--- src/pkg/sccs_pkg.sv ---
// sccs_pkg: register map, field positions, reset values, timing
// constants and carrier types for the system clock source control.
// assumes one 50 MHz system clock; all generated clocks are enables.
package sccs_pkg;

  // system clock rate
  localparam int unsigned CLK_MHZ = 50;

  // register offsets (byte addresses on the 8-bit register port)
  localparam logic [2:0] OFF_OSC_MODE  = 3'h0;
  localparam logic [2:0] OFF_HS_CTRL   = 3'h1;
  localparam logic [2:0] OFF_MAIN_MODE = 3'h2;
  localparam logic [2:0] OFF_CPU_CTRL  = 3'h3;
  localparam logic [2:0] OFF_INT_MODE  = 3'h4;
  localparam logic [2:0] OFF_SETTLE_SEL = 3'h5;
  localparam logic [2:0] OFF_SETTLE_CNT = 3'h6;

  // field positions
  localparam int unsigned BIT_EXT_SEL    = 7;  // osc_mode_reg
  localparam int unsigned BIT_PIN_MODE   = 6;  // osc_mode_reg
  localparam int unsigned BIT_GAIN       = 0;  // osc_mode_reg
  localparam int unsigned BIT_HS_STOP    = 7;  // hs_osc_ctrl_reg
  localparam int unsigned BIT_CPU_STAT   = 5;  // main_clk_mode_reg
  localparam int unsigned BIT_HS_PATH    = 2;  // main_clk_mode_reg
  localparam int unsigned BIT_MAIN_SEL   = 0;  // main_clk_mode_reg
  localparam int unsigned BIT_INT_SETTLED = 7; // int_osc_mode_reg
  localparam int unsigned BIT_INT_STOP   = 0;  // int_osc_mode_reg

  // reset values and divider limit
  localparam logic [2:0] CPU_DIV_RST   = 3'h1;  // divide by 2
  localparam logic [2:0] CPU_DIV_MAX   = 3'h4;  // divide by 16
  localparam logic [2:0] SETTLE_SEL_RST = 3'h5;

  // cpu clock hold after gain goes high, crystal case (least time, ns)
  localparam int unsigned GAIN_HOLD_NS = 4060;
  localparam int unsigned GAIN_HOLD_CYC = (GAIN_HOLD_NS * CLK_MHZ + 999) / 1000;
  // cpu clock hold after gain goes high, external clock case
  localparam int unsigned GAIN_HOLD_EXT_TICKS = 160;

  // main clock selection, gray coded along int -> hs -> int
  typedef enum logic [1:0] {
    MS_INT    = 2'b00,
    MS_TO_HS  = 2'b01,
    MS_HS     = 2'b11,
    MS_TO_INT = 2'b10
  } sccs_main_state_t;

  // clock enables handed to the rest of the chip
  typedef struct packed {
    logic main_en;
    logic periph_en;
    logic cpu_en;
  } sccs_clk_en_t;

  // state of the two high-speed clock pins
  typedef struct packed {
    logic x1_port;     // first pin is general i/o
    logic x2_port;     // second pin is general i/o
    logic xtal_amp_en; // crystal amplifier running
    logic ext_in_en;   // external clock input gate open
    logic gain_high;   // high-gain oscillator range
  } sccs_pin_ctl_t;

endpackage : sccs_pkg

--- src/hw/sccs_clock_ctrl.sv ---
// sccs_clock_ctrl: high-speed and internal clock source control,
// main/peripheral source selection and cpu clock divider.
// assumes hs_clk_in is synchronous to sys_clk and slower than half
// its rate; the internal oscillator is modelled by a divider.
`timescale 1ns/1ps
`default_nettype none

module sccs_clock_ctrl #(
  parameter int unsigned INT_DIV        = 6,   // sys_clk cycles per internal tick
  parameter int unsigned INT_SETTLE_CYC = 64   // internal accuracy settle time
) (
  input  wire  logic                 sys_clk,
  input  wire  logic                 arst_n,
  input  wire  logic [2:0]           reg_addr,
  input  wire  logic [7:0]           reg_wdata,
  input  wire  logic                 reg_wr,
  input  wire  logic                 reg_rd,
  output logic [7:0]                 reg_rdata,
  input  wire  logic                 hs_clk_in,
  input  wire  logic                 stop_exec,
  input  wire  logic                 stop_release,
  output sccs_pkg::sccs_clk_en_t     clk_en,
  output sccs_pkg::sccs_pin_ctl_t    pin_ctl,
  output logic [2:0]                 settle_time_select,
  output logic                       stop_mode
);

  ////////////////////////////////////////////////////////////////////
  // helpers

  // low bits of the divider count that must be zero for a cpu tick
  function automatic logic [3:0] div_mask(input logic [2:0] code);
    logic [3:0] m;
    m = 4'h0;
    unique case (code)
      3'h0:    m = 4'h0;
      3'h1:    m = 4'h1;
      3'h2:    m = 4'h3;
      3'h3:    m = 4'h7;
      default: m = 4'hf;
    endcase
    return m;
  endfunction : div_mask

  ////////////////////////////////////////////////////////////////////
  // declarations

  logic       ext_sel_r;
  logic       pin_mode_r;
  logic       gain_r;
  logic       gain_locked_r;
  logic       hs_stop_r;
  logic       hs_path_r;
  logic       main_sel_r;
  logic [2:0] div_code_r;
  logic [2:0] div_act_r;
  logic       int_stop_r;
  logic       int_settled_r;
  logic [2:0] settle_sel_r;
  logic [7:0] settle_cnt_r;
  logic       stop_mode_r;
  logic       hs_prev_r;
  logic [7:0] int_div_r;
  logic [7:0] int_settle_r;
  logic [7:0] hold_cnt_r;
  logic       hold_ext_r;
  logic [3:0] cpu_cnt_r;
  logic [7:0] rdata_r;
  sccs_pkg::sccs_main_state_t ms_r;
  sccs_pkg::sccs_main_state_t ms_nxt;
  sccs_pkg::sccs_clk_en_t     clk_en_r;
  sccs_pkg::sccs_pin_ctl_t    pin_ctl_r;

  logic hs_run;
  logic int_run;
  logic hs_tick;
  logic int_tick;
  logic main_tick;
  logic periph_tick;
  logic main_on_hs;
  logic want_hs;
  logic cpu_tick;
  logic hold_active;
  logic wr_osc;
  logic wr_hs;
  logic wr_main;
  logic wr_cpu;
  logic wr_int;
  logic wr_sset;
  logic gain_rise;

  ////////////////////////////////////////////////////////////////////
  // source activity and ticks

  // hs runs only with pins in clock mode, not stopped, not in stop
  assign hs_run = pin_mode_r & ~hs_stop_r & ~stop_mode_r;
  assign int_run = ~int_stop_r & ~stop_mode_r;
  assign hs_tick = hs_run & hs_clk_in & ~hs_prev_r;
  assign int_tick = int_run && (int_div_r == 8'(INT_DIV - 1));

  assign main_on_hs = (ms_r == sccs_pkg::MS_HS) || (ms_r == sccs_pkg::MS_TO_INT);
  assign want_hs = hs_path_r & main_sel_r & hs_run;
  assign main_tick = main_on_hs ? hs_tick : int_tick;
  // peripheral follows hs whenever path bit is set; hs main implies it
  assign periph_tick = (hs_path_r | main_on_hs) ? hs_tick : int_tick;

  assign hold_active = (hold_cnt_r != 8'h0);
  assign cpu_tick = main_tick && ((cpu_cnt_r & div_mask(div_act_r)) == 4'h0);

  // register strobes
  assign wr_osc  = reg_wr && (reg_addr == sccs_pkg::OFF_OSC_MODE);
  assign wr_hs   = reg_wr && (reg_addr == sccs_pkg::OFF_HS_CTRL);
  assign wr_main = reg_wr && (reg_addr == sccs_pkg::OFF_MAIN_MODE);
  assign wr_cpu  = reg_wr && (reg_addr == sccs_pkg::OFF_CPU_CTRL);
  assign wr_int  = reg_wr && (reg_addr == sccs_pkg::OFF_INT_MODE);
  assign wr_sset = reg_wr && (reg_addr == sccs_pkg::OFF_SETTLE_SEL);
  assign gain_rise = wr_osc && !gain_locked_r && !gain_r && reg_wdata[sccs_pkg::BIT_GAIN];

  ////////////////////////////////////////////////////////////////////
  // oscillator mode register

  // pin modes are not guarded: software keeps them while hs runs
  always_ff @(posedge sys_clk or negedge arst_n) begin
    if (!arst_n) begin
      ext_sel_r  <= 1'b0;
      pin_mode_r <= 1'b0;
    end else if (wr_osc) begin
      ext_sel_r  <= reg_wdata[sccs_pkg::BIT_EXT_SEL];
      pin_mode_r <= reg_wdata[sccs_pkg::BIT_PIN_MODE];
    end
  end

  // gain may move once; a write of the same value does not use it up
  always_ff @(posedge sys_clk or negedge arst_n) begin
    if (!arst_n) begin
      gain_r        <= 1'b0;
      gain_locked_r <= 1'b0;
    end else if (wr_osc && !gain_locked_r &&
                 (reg_wdata[sccs_pkg::BIT_GAIN] != gain_r)) begin
      gain_r        <= reg_wdata[sccs_pkg::BIT_GAIN];
      gain_locked_r <= 1'b1;
    end
  end

  ////////////////////////////////////////////////////////////////////
  // stop controls, selection and divider registers

  // a stop that would kill the clock the cpu runs on is dropped
  always_ff @(posedge sys_clk or negedge arst_n) begin
    if (!arst_n) begin
      hs_stop_r  <= 1'b1;
      int_stop_r <= 1'b0;
    end else begin
      if (wr_hs && !(reg_wdata[sccs_pkg::BIT_HS_STOP] && main_on_hs)) begin
        hs_stop_r <= reg_wdata[sccs_pkg::BIT_HS_STOP];
      end
      if (wr_int && !(reg_wdata[sccs_pkg::BIT_INT_STOP] && !main_on_hs)) begin
        int_stop_r <= reg_wdata[sccs_pkg::BIT_INT_STOP];
      end
    end
  end

  always_ff @(posedge sys_clk or negedge arst_n) begin
    if (!arst_n) begin
      hs_path_r    <= 1'b0;
      main_sel_r   <= 1'b0;
      settle_sel_r <= sccs_pkg::SETTLE_SEL_RST;
    end else begin
      if (wr_main) begin
        hs_path_r  <= reg_wdata[sccs_pkg::BIT_HS_PATH];
        main_sel_r <= reg_wdata[sccs_pkg::BIT_MAIN_SEL];
      end
      if (wr_sset) begin
        settle_sel_r <= reg_wdata[2:0];
      end
    end
  end

  // prohibited codes leave the divider as it was
  always_ff @(posedge sys_clk or negedge arst_n) begin
    if (!arst_n) begin
      div_code_r <= sccs_pkg::CPU_DIV_RST;
    end else if (wr_cpu && (reg_wdata[2:0] <= sccs_pkg::CPU_DIV_MAX)) begin
      div_code_r <= reg_wdata[2:0];
    end
  end

  ////////////////////////////////////////////////////////////////////
  // stop mode

  always_ff @(posedge sys_clk or negedge arst_n) begin
    if (!arst_n) begin
      stop_mode_r <= 1'b0;
    end else if (stop_exec) begin
      stop_mode_r <= 1'b1;
    end else if (stop_release) begin
      stop_mode_r <= 1'b0;
    end
  end

  ////////////////////////////////////////////////////////////////////
  // internal oscillator model and accuracy settle

  always_ff @(posedge sys_clk or negedge arst_n) begin
    if (!arst_n) begin
      int_div_r <= 8'h0;
    end else if (!int_run || int_tick) begin
      int_div_r <= 8'h0;
    end else begin
      int_div_r <= int_div_r + 8'h1;
    end
  end

  // settled flag restarts from zero whenever the oscillator stops
  always_ff @(posedge sys_clk or negedge arst_n) begin
    if (!arst_n) begin
      int_settle_r  <= 8'h0;
      int_settled_r <= 1'b0;
    end else if (!int_run) begin
      int_settle_r  <= 8'h0;
      int_settled_r <= 1'b0;
    end else if (int_settle_r == 8'(INT_SETTLE_CYC - 1)) begin
      int_settled_r <= 1'b1;
    end else begin
      int_settle_r  <= int_settle_r + 8'h1;
    end
  end

  ////////////////////////////////////////////////////////////////////
  // high-speed clock edge and settle counter

  always_ff @(posedge sys_clk or negedge arst_n) begin
    if (!arst_n) begin
      hs_prev_r <= 1'b0;
    end else begin
      hs_prev_r <= hs_clk_in & hs_run;
    end
  end

  // counts hs edges since start, saturating; software polls it
  always_ff @(posedge sys_clk or negedge arst_n) begin
    if (!arst_n) begin
      settle_cnt_r <= 8'h0;
    end else if (!hs_run) begin
      settle_cnt_r <= 8'h0;
    end else if (hs_tick && (settle_cnt_r != 8'hff)) begin
      settle_cnt_r <= settle_cnt_r + 8'h1;
    end
  end

  ////////////////////////////////////////////////////////////////////
  // cpu clock hold after gain goes high

  always_ff @(posedge sys_clk or negedge arst_n) begin
    if (!arst_n) begin
      hold_cnt_r <= 8'h0;
      hold_ext_r <= 1'b0;
    end else if (gain_rise) begin
      hold_ext_r <= ext_sel_r;
      hold_cnt_r <= ext_sel_r ? 8'(sccs_pkg::GAIN_HOLD_EXT_TICKS)
                              : 8'(sccs_pkg::GAIN_HOLD_CYC);
    end else if (hold_active && (!hold_ext_r || hs_tick)) begin
      hold_cnt_r <= hold_cnt_r - 8'h1;
    end
  end

  ////////////////////////////////////////////////////////////////////
  // main source switch, aligned to the target source's tick

  // switch happens on a tick of the new source, or at once to int if hs stops, so no pulse is cut
  always_comb begin
    ms_nxt = ms_r;
    unique case (ms_r)
      sccs_pkg::MS_INT:    if (want_hs) ms_nxt = sccs_pkg::MS_TO_HS;
      sccs_pkg::MS_TO_HS: begin
        if (!want_hs) ms_nxt = sccs_pkg::MS_INT;
        else if (hs_tick) ms_nxt = sccs_pkg::MS_HS;
      end
      sccs_pkg::MS_HS:     if (!want_hs) ms_nxt = sccs_pkg::MS_TO_INT;
      sccs_pkg::MS_TO_INT: begin
        if (want_hs) ms_nxt = sccs_pkg::MS_HS;
        else if (int_tick || !hs_run) ms_nxt = sccs_pkg::MS_INT;
      end
    endcase
  end

  always_ff @(posedge sys_clk or negedge arst_n) begin
    if (!arst_n) begin
      ms_r <= sccs_pkg::MS_INT;
    end else begin
      ms_r <= ms_nxt;
    end
  end

  ////////////////////////////////////////////////////////////////////
  // cpu divider; new ratio taken only at a cpu tick boundary

  always_ff @(posedge sys_clk or negedge arst_n) begin
    if (!arst_n) begin
      cpu_cnt_r <= 4'h0;
      div_act_r <= sccs_pkg::CPU_DIV_RST;
    end else if (ms_nxt != ms_r && (ms_nxt == sccs_pkg::MS_HS || ms_nxt == sccs_pkg::MS_INT)) begin
      cpu_cnt_r <= 4'h0;  // restart divider on the new source
    end else if (main_tick) begin
      cpu_cnt_r <= cpu_cnt_r + 4'h1;
      if (cpu_tick) begin
        div_act_r <= div_code_r;
        cpu_cnt_r <= 4'h1;
      end
    end
  end

  ////////////////////////////////////////////////////////////////////
  // registered outputs

  always_ff @(posedge sys_clk or negedge arst_n) begin
    if (!arst_n) begin
      clk_en_r <= '0;
    end else begin
      clk_en_r.main_en   <= main_tick;
      clk_en_r.periph_en <= periph_tick;
      clk_en_r.cpu_en    <= cpu_tick & ~hold_active;
    end
  end

  // pin roles follow the two mode bits
  always_ff @(posedge sys_clk or negedge arst_n) begin
    if (!arst_n) begin
      pin_ctl_r <= '{x1_port: 1'b1, x2_port: 1'b1, xtal_amp_en: 1'b0,
                     ext_in_en: 1'b0, gain_high: 1'b0};
    end else begin
      pin_ctl_r.x1_port     <= ~pin_mode_r | ext_sel_r;
      pin_ctl_r.x2_port     <= ~pin_mode_r;
      pin_ctl_r.xtal_amp_en <= pin_mode_r & ~ext_sel_r & hs_run;
      pin_ctl_r.ext_in_en   <= pin_mode_r & ext_sel_r & hs_run;
      pin_ctl_r.gain_high   <= gain_r;
    end
  end

  // read data valid the cycle after the strobe only
  always_ff @(posedge sys_clk or negedge arst_n) begin
    if (!arst_n) begin
      rdata_r <= 8'h0;
    end else if (!reg_rd) begin
      rdata_r <= 8'h0;
    end else begin
      unique case (reg_addr)
        sccs_pkg::OFF_OSC_MODE:
          rdata_r <= {ext_sel_r, pin_mode_r, 5'h0, gain_r};
        sccs_pkg::OFF_HS_CTRL:    rdata_r <= {hs_stop_r, 7'h0};
        sccs_pkg::OFF_MAIN_MODE:
          rdata_r <= {2'h0, main_on_hs, 2'h0, hs_path_r, 1'b0, main_sel_r};
        sccs_pkg::OFF_CPU_CTRL:   rdata_r <= {5'h0, div_code_r};
        sccs_pkg::OFF_INT_MODE:   rdata_r <= {int_settled_r, 6'h0, int_stop_r};
        sccs_pkg::OFF_SETTLE_SEL: rdata_r <= {5'h0, settle_sel_r};
        sccs_pkg::OFF_SETTLE_CNT: rdata_r <= settle_cnt_r;
        default:                  rdata_r <= 8'h0;
      endcase
    end
  end

  assign reg_rdata          = rdata_r;
  assign clk_en             = clk_en_r;
  assign pin_ctl            = pin_ctl_r;
  assign settle_time_select = settle_sel_r;
  assign stop_mode          = stop_mode_r;

endmodule : sccs_clock_ctrl

`default_nettype wire

--- config.mk ---
export PLATFORM = sky130hd
export DESIGN_NAME = sccs_clock_ctrl
export DESIGN_NICKNAME = d
export VERILOG_FILES = /design/src/pkg/sccs_pkg.sv /design/src/hw/sccs_clock_ctrl.sv
export SDC_FILE = /design/constraint.sdc
export NUM_CORES = 1
export LEC_CHECK = 0
export BUFFER_PORTS_ARGS = -buffer_cell sky130_fd_sc_hd__buf_4
export CORE_MARGIN = 3
export CORE_UTILIZATION = 45
export DETAILED_ROUTE_END_ITERATION = 10
export HOLD_SLACK_MARGIN = 0.08
export PLACE_DENSITY = 0.62
export SKIP_CTS_REPAIR_TIMING = 1
export SLEW_MARGIN = 20
export SYNTH_ARGS = -nofsm -noshare
export SYNTH_HDL_FRONTEND = slang
export SYNTH_SLANG_ARGS = --single-unit
--- constraint.sdc ---
create_clock -name sys_clk -period 3.8 [get_ports sys_clk]
set_input_delay 0.19 -clock sys_clk [delete_from_list [all_inputs] [get_ports sys_clk]]
set_output_delay 0.19 -clock sys_clk [all_outputs]
set_load 0.01 [all_outputs]
Word-level counts from Yosys, hierarchy flattened --
Index checks and enable logic that the tools add are counted.
Storage, ports and cells: RAM bits 0, bits in read-only memories 0, bits of input ports 18, flip-flop bits (word level) 75, output and inout port bits 20, bits in latches 0, logic and storage cells 150, memories 0
Cells by class: shifts and indexed selects 0, magnitude comparators 1, reductions and logical operators 43, mux-type cells 27, divide/modulo/power cells 0, bitwise logic cells 23, multipliers 0, add/sub/neg operators 5, equal/unequal tests 21
Operator list (number):
- $mux 8 | 8
- $pmux 8 s7 | 1
- $add 8x1->8 const B | 3
- $logic_and 1x1->1 | 20
- $pmux 4 s4 | 1
- $and 1x1->1 | 12
- $eq 3x2->1 const B | 4
- $mux 2 | 6
- $mux 4 | 3
- $eq 3x3->1 const B | 3
- $eq 8x3->1 const B | 1
- $eq 8x6->1 const B | 1
- $logic_not 1->1 | 8
- $ne 8x8->1 const B | 1
- $not 1->1 | 8
- $pmux 2 s4 | 1
- $reduce_bool 8->1 | 1
- $sub 8x1->8 const B | 1
- $mux 7 | 1
- $eq 2x2->1 const B | 3
- $eq 3x1->1 const B | 2
- $logic_not 3->1 | 2
- $mux 1 | 6
- $reduce_bool 2->1 | 3
- 13 further kinds | 20

Logic depth before layout (Yosys ltp) --
word-level depth 13, depth in mapped cells 8, mapped depth without buffers 8

Worst setup path before layout --
No wires, ideal clock.
path kind reg2reg, from register stop_mode_r (netlist: stop_mode), to register div_act_r[1], required time 3.675 ns, cell stages (with the launch flop) 7, period minus slack after synthesis 2.389 ns, library setup time 0.125 ns, data arrival time 2.264 ns, buffers on the path 1, path slack 1.411 ns, cell sequence dfrtp_1 or3b_1 buf_2 or4b_1 o311a_2 or3_4 mux2_4
On the way: cells in the longest elaborated chain, start to end 12, elaborated cells on any way between the ends 25, classes of those cells eq/ne (2); mux (8); bitwise (7); reduce/logical (8)
Ends and longest elaborated chain:
- start, declared | RTL line sccs_clock_ctrl.sv:61 | logic stop_mode_r;
- start signal, assigned | RTL line sccs_clock_ctrl.sv:193 | stop_mode_r <= 1'b0;
- start signal, assigned | RTL line sccs_clock_ctrl.sv:195 | stop_mode_r <= 1'b1;
- start signal, assigned | RTL line sccs_clock_ctrl.sv:197 | stop_mode_r <= 1'b0;
- $not 1->1 (*) | RTL line sccs_clock_ctrl.sv:96, sccs_clock_ctrl.sv:97
- $and 1x1->1, on equally long branches | RTL line sccs_clock_ctrl.sv:96, sccs_clock_ctrl.sv:97
- $and 1x1->1 (tied with other cells) | RTL line sccs_clock_ctrl.sv:98 | assign hs_tick = hs_run & hs_clk_in & ~hs_prev_r;
- $and 1x1->1 / $logic_or 1x1->1 (equally long branches) | RTL line sccs_clock_ctrl.sv:98, sccs_clock_ctrl.sv:282
- $mux 2, on equally long branches | RTL line sccs_clock_ctrl.sv:277, sccs_clock_ctrl.sv:282
- $mux 2, on equally long branches | RTL line sccs_clock_ctrl.sv:276, sccs_clock_ctrl.sv:281
- $pmux 2 s4 | RTL line sccs_clock_ctrl.sv:273 | unique case (ms_r)
- $eq 2x2->1 / $logic_not 2->1 (equally long branches) | RTL line sccs_clock_ctrl.sv:302 | end else if (ms_nxt != ms_r && (ms_nxt == sccs_pkg::MS_HS || ms_nxt == sccs_pkg::MS_INT)) begin
- $logic_or 1x1->1 | RTL line sccs_clock_ctrl.sv:302
- $logic_and 1x1->1 | RTL line sccs_clock_ctrl.sv:302
- $not 1->1 (no source line)
- $reduce_and 3->1 (no source line) (*)
- end signal, assigned | RTL line sccs_clock_ctrl.sv:301 | div_act_r <= sccs_pkg::CPU_DIV_RST;
- end signal, assigned | RTL line sccs_clock_ctrl.sv:307 | div_act_r <= div_code_r;
- end, declared | RTL line sccs_clock_ctrl.sv:56 | logic [2:0] div_act_r;
Every way passes the cells marked *; elsewhere a longest branch is shown, timed or not. A chain may end at the register's enable or synchronous reset.

Worst setup path after layout --
Same ends and word-level chain as after synthesis.

==> results by group <==
Clocking
  • CTS sink cnt: 75
  • Worst skew pair latency: 0.35 ns
  • Total CTS buffers: 9
  • H-tree Lvls: 3
  • Clock Path Buffers: 2
  • CTS clk-pin slew, worst paths: 0.08 ns
  • CTS tree: done
  • CTS root buf: clkbuf_8

Timing
  • Final setup fails: 0
  • Period utilization: 70.8%
  • Final clock skew: 0.0111 ns
  • Number of hold violations in the final report: 0
  • Fmax: 372 MHz
  • RSZ-0062 raised after global routing: no
  • Final min period: 2.69 ns
  • Slew margin rel.: 37.9%
  • Setup TNS: 0 ns
  • Hold slack: 0.0959 ns
  • Max-slew violation count: 0
  • Slew @ Worst Pin: 0.931 ns

Power and ir drop
  • Leak: 1.88 nW
  • Pint: 1.57 mW
  • Power after layout: 2.11 mW
  • Clock power frac: 36.9%
  • Sequential Power Share: 47.2%
  • Comb power frac: 15.9%
  • Pwr dens: 510 nW/um2
  • Net Sw Frac: 25.7%
  • Psw: 0.543 mW
  • Worst IR drop on VDD: 228 uV

Yosys
  • Cell with the most instances after synthesis: dfrtp_1
  • Mapped Cells: 329
  • Number of synthesized flops with an enable pin: 0
  • Main flop type after synthesis: dfrtp_1
  • Post-synth top area share: 48.6%
  • Ys async rst share: 100%
  • Syn nets: 353
  • Avg Inst Size Synth: 10.6 um2
  • Yosys warning total: 0
  • Netlist cell types: 50
  • Yosys top cell by area: dfrtp_1
  • Sequential share of the synthesized area: 53.9%
  • Synthesized area: 3500 um2
  • #FFs+latches synth: 75
  • Top cells by area, synth: dfrtp_1 (49%), dfstp_2 (5.3%), xor2_1 (4.8%), nor2_1 (4.7%), nand3_1 (2.4%)
  • Synth top cells by count: dfrtp_1 (68), nor2_1 (44), xor2_1 (19)

Critical path
  • Startpoint types: flop
  • Reg2reg start: stop_mode
  • Cell Chain, Critical Path: or3b_1 -> or4b_1 -> o311a_2 -> or3_4 -> mux2_4
  • CP max stage delay: 0.67 ns
  • WP data arrival: 2.92 ns
  • Endpoint type of the worst setup path: flop
  • CP bufs+invs: 0
  • Reg2reg setup slack: 1.11 ns
  • Reg2Reg Depth: 5
  • Worst R2R End: div_act_r[1]
  • Top delay family on crit path: simple AND/OR/NAND/NOR gates
  • Max FO, Critical Path: 16
  • Critical path type: flop to flop
  • Worst path slowest cell: or3b_1
  • CP Data Required Time: 4.03 ns

Outcome
  • Status: finished clean

Floorplan
  • Initial Util: 47.2%
  • Row count: 31
  • Die area: 8870 um2
  • Die Wd: 94.2 um
  • Io pins: 38
  • Core area: 7410 um2
  • Die Ht: 94.2 um

Detailed routing
  • Final WL: 7230 um
  • Post-route ant nets: 0
  • Starting DRT DRC Count: 86
  • Drt pass-1 iters: 4
  • Via count: 2555
  • Residual DRC count: 0
  • Routed length per instance: 15.4 um
  • Vias per inst: 5.42

Job
  • Max cap viols: 0

GRT
  • Initial antenna violation count: 0
  • Pin count of the biggest net entering global routing: 76
  • First-pass GRT wire length: 12300 um
  • Vias in the first global route: 2540
  • Total grt overflow: 0
  • Gr usage total: 18.1%

Place
  • Final HPWL DP: 4820 um
  • GPL Wtd Cong: 0.760
  • Input/output buffers: 34

Min path
  • Hold/Removal Path Class: primary input to flop
  • Cell count of the worst hold path: 3
  • Hold Crit Start: reg_wdata[1]
  • Hold worst-path end: div_code_r[1]

Final layout
  • Share of post-route cells with drive strength above 1: 18.8%
  • Diodes inserted: 0
  • Fill cells: 648
  • Syn-to-layout area delta: 18.4%
  • Final nets: 391
  • Final Util: 55.9%
## worst min-delay path: cells and delay by family
kind | cells | cell delay, ns
buffers and inverters | 1 | 0.10
AOI/OAI and AO/OA | 1 | 0.04
and+or+nand+nor | 1 | 0.08
## logic make-up after synthesis
kind of cell | synth area share, %
compound gates | 9.33
xor+xnor | 6.51
fa+ha+maj | 2.15
buf+inv | 2.29
flops | 53.9
mux | 5.22
simple gates | 20.6
## placed cells by master (no fill, tap or decap), types with 10 or more instances in the layout
cell type  count
nor2_1        44
nand2_1       13
buf_4         34
nand3_1       17
nor3_1        10
a21oi_1       11
xor2_1        19
clkbuf_8      12
dfrtp_1       68
## worst max-delay path by stage
| stage | from | endpoint | depth (start not counted) |
|---|---|---|---|
| final | stop_mode | div_act_r[1] | 5 |
| after global routing | int_div_r[4] | div_act_r[1] | 5 |
| after CTS | stop_mode | div_act_r[1] | 5 |
| after detailed placement | stop_mode | div_act_r[2] | 5 |
| after global placement | stop_mode | div_act_r[1] | 5 |
| after floorplan | stop_mode | div_act_r[1] | 6 |
## registers in the layout, summed over array words and instances, names as in the netlist, 4 cells and up
register / cells
cpu_cnt_r: 4
hold_cnt_r: 8
int_div_r: 8
int_settle_r: 8
pin_ctl: 5
reg_rdata: 8
settle_cnt_r: 8
## metal layers
metal  track usage [%]  wire length (um)  vias to the layer above
li1                  -                 -                     1236
met1              24.8              3430                     1264
met2              27.6              3380                       44
met3              3.61               289                       11
met4              8.54               134                        0
met5                 0                 0                        -
## power by group through the flow
stage               sequential [mW]  combinational, mW  clock (mW)
finish                        0.997              0.336       0.781
global route                   1.01              0.385       0.832
CTS                           0.997              0.336       0.799
detailed placement             1.01              0.332           0
global placement               1.01              0.326           0
floorplan                     0.996              0.226           0
## area by class of cell
type	count	area (um2)	share of cell area, %
Multi-Input combinational cell	233	1530	37.0
Clock inverter	4	95.1	2.30
Timing Repair Buffer	39	305	7.37
Clock buffer	12	165	3.99
Tap cell	99	124	2.99
Sequential cell	75	1890	45.5
Inverter	9	33.8	0.815
## per-stage QoR
stage                     worst slack [ns]  std cells  instance area, um2
after global placement                1.15        450                3830
after floorplan                       1.41        329                3500
final                                 1.11        471                4140
after detailed placement              1.13        450                3830
after global routing                 0.939        471                4140
after CTS                             1.11        466                4090
(Power assumes the default switching activity.)
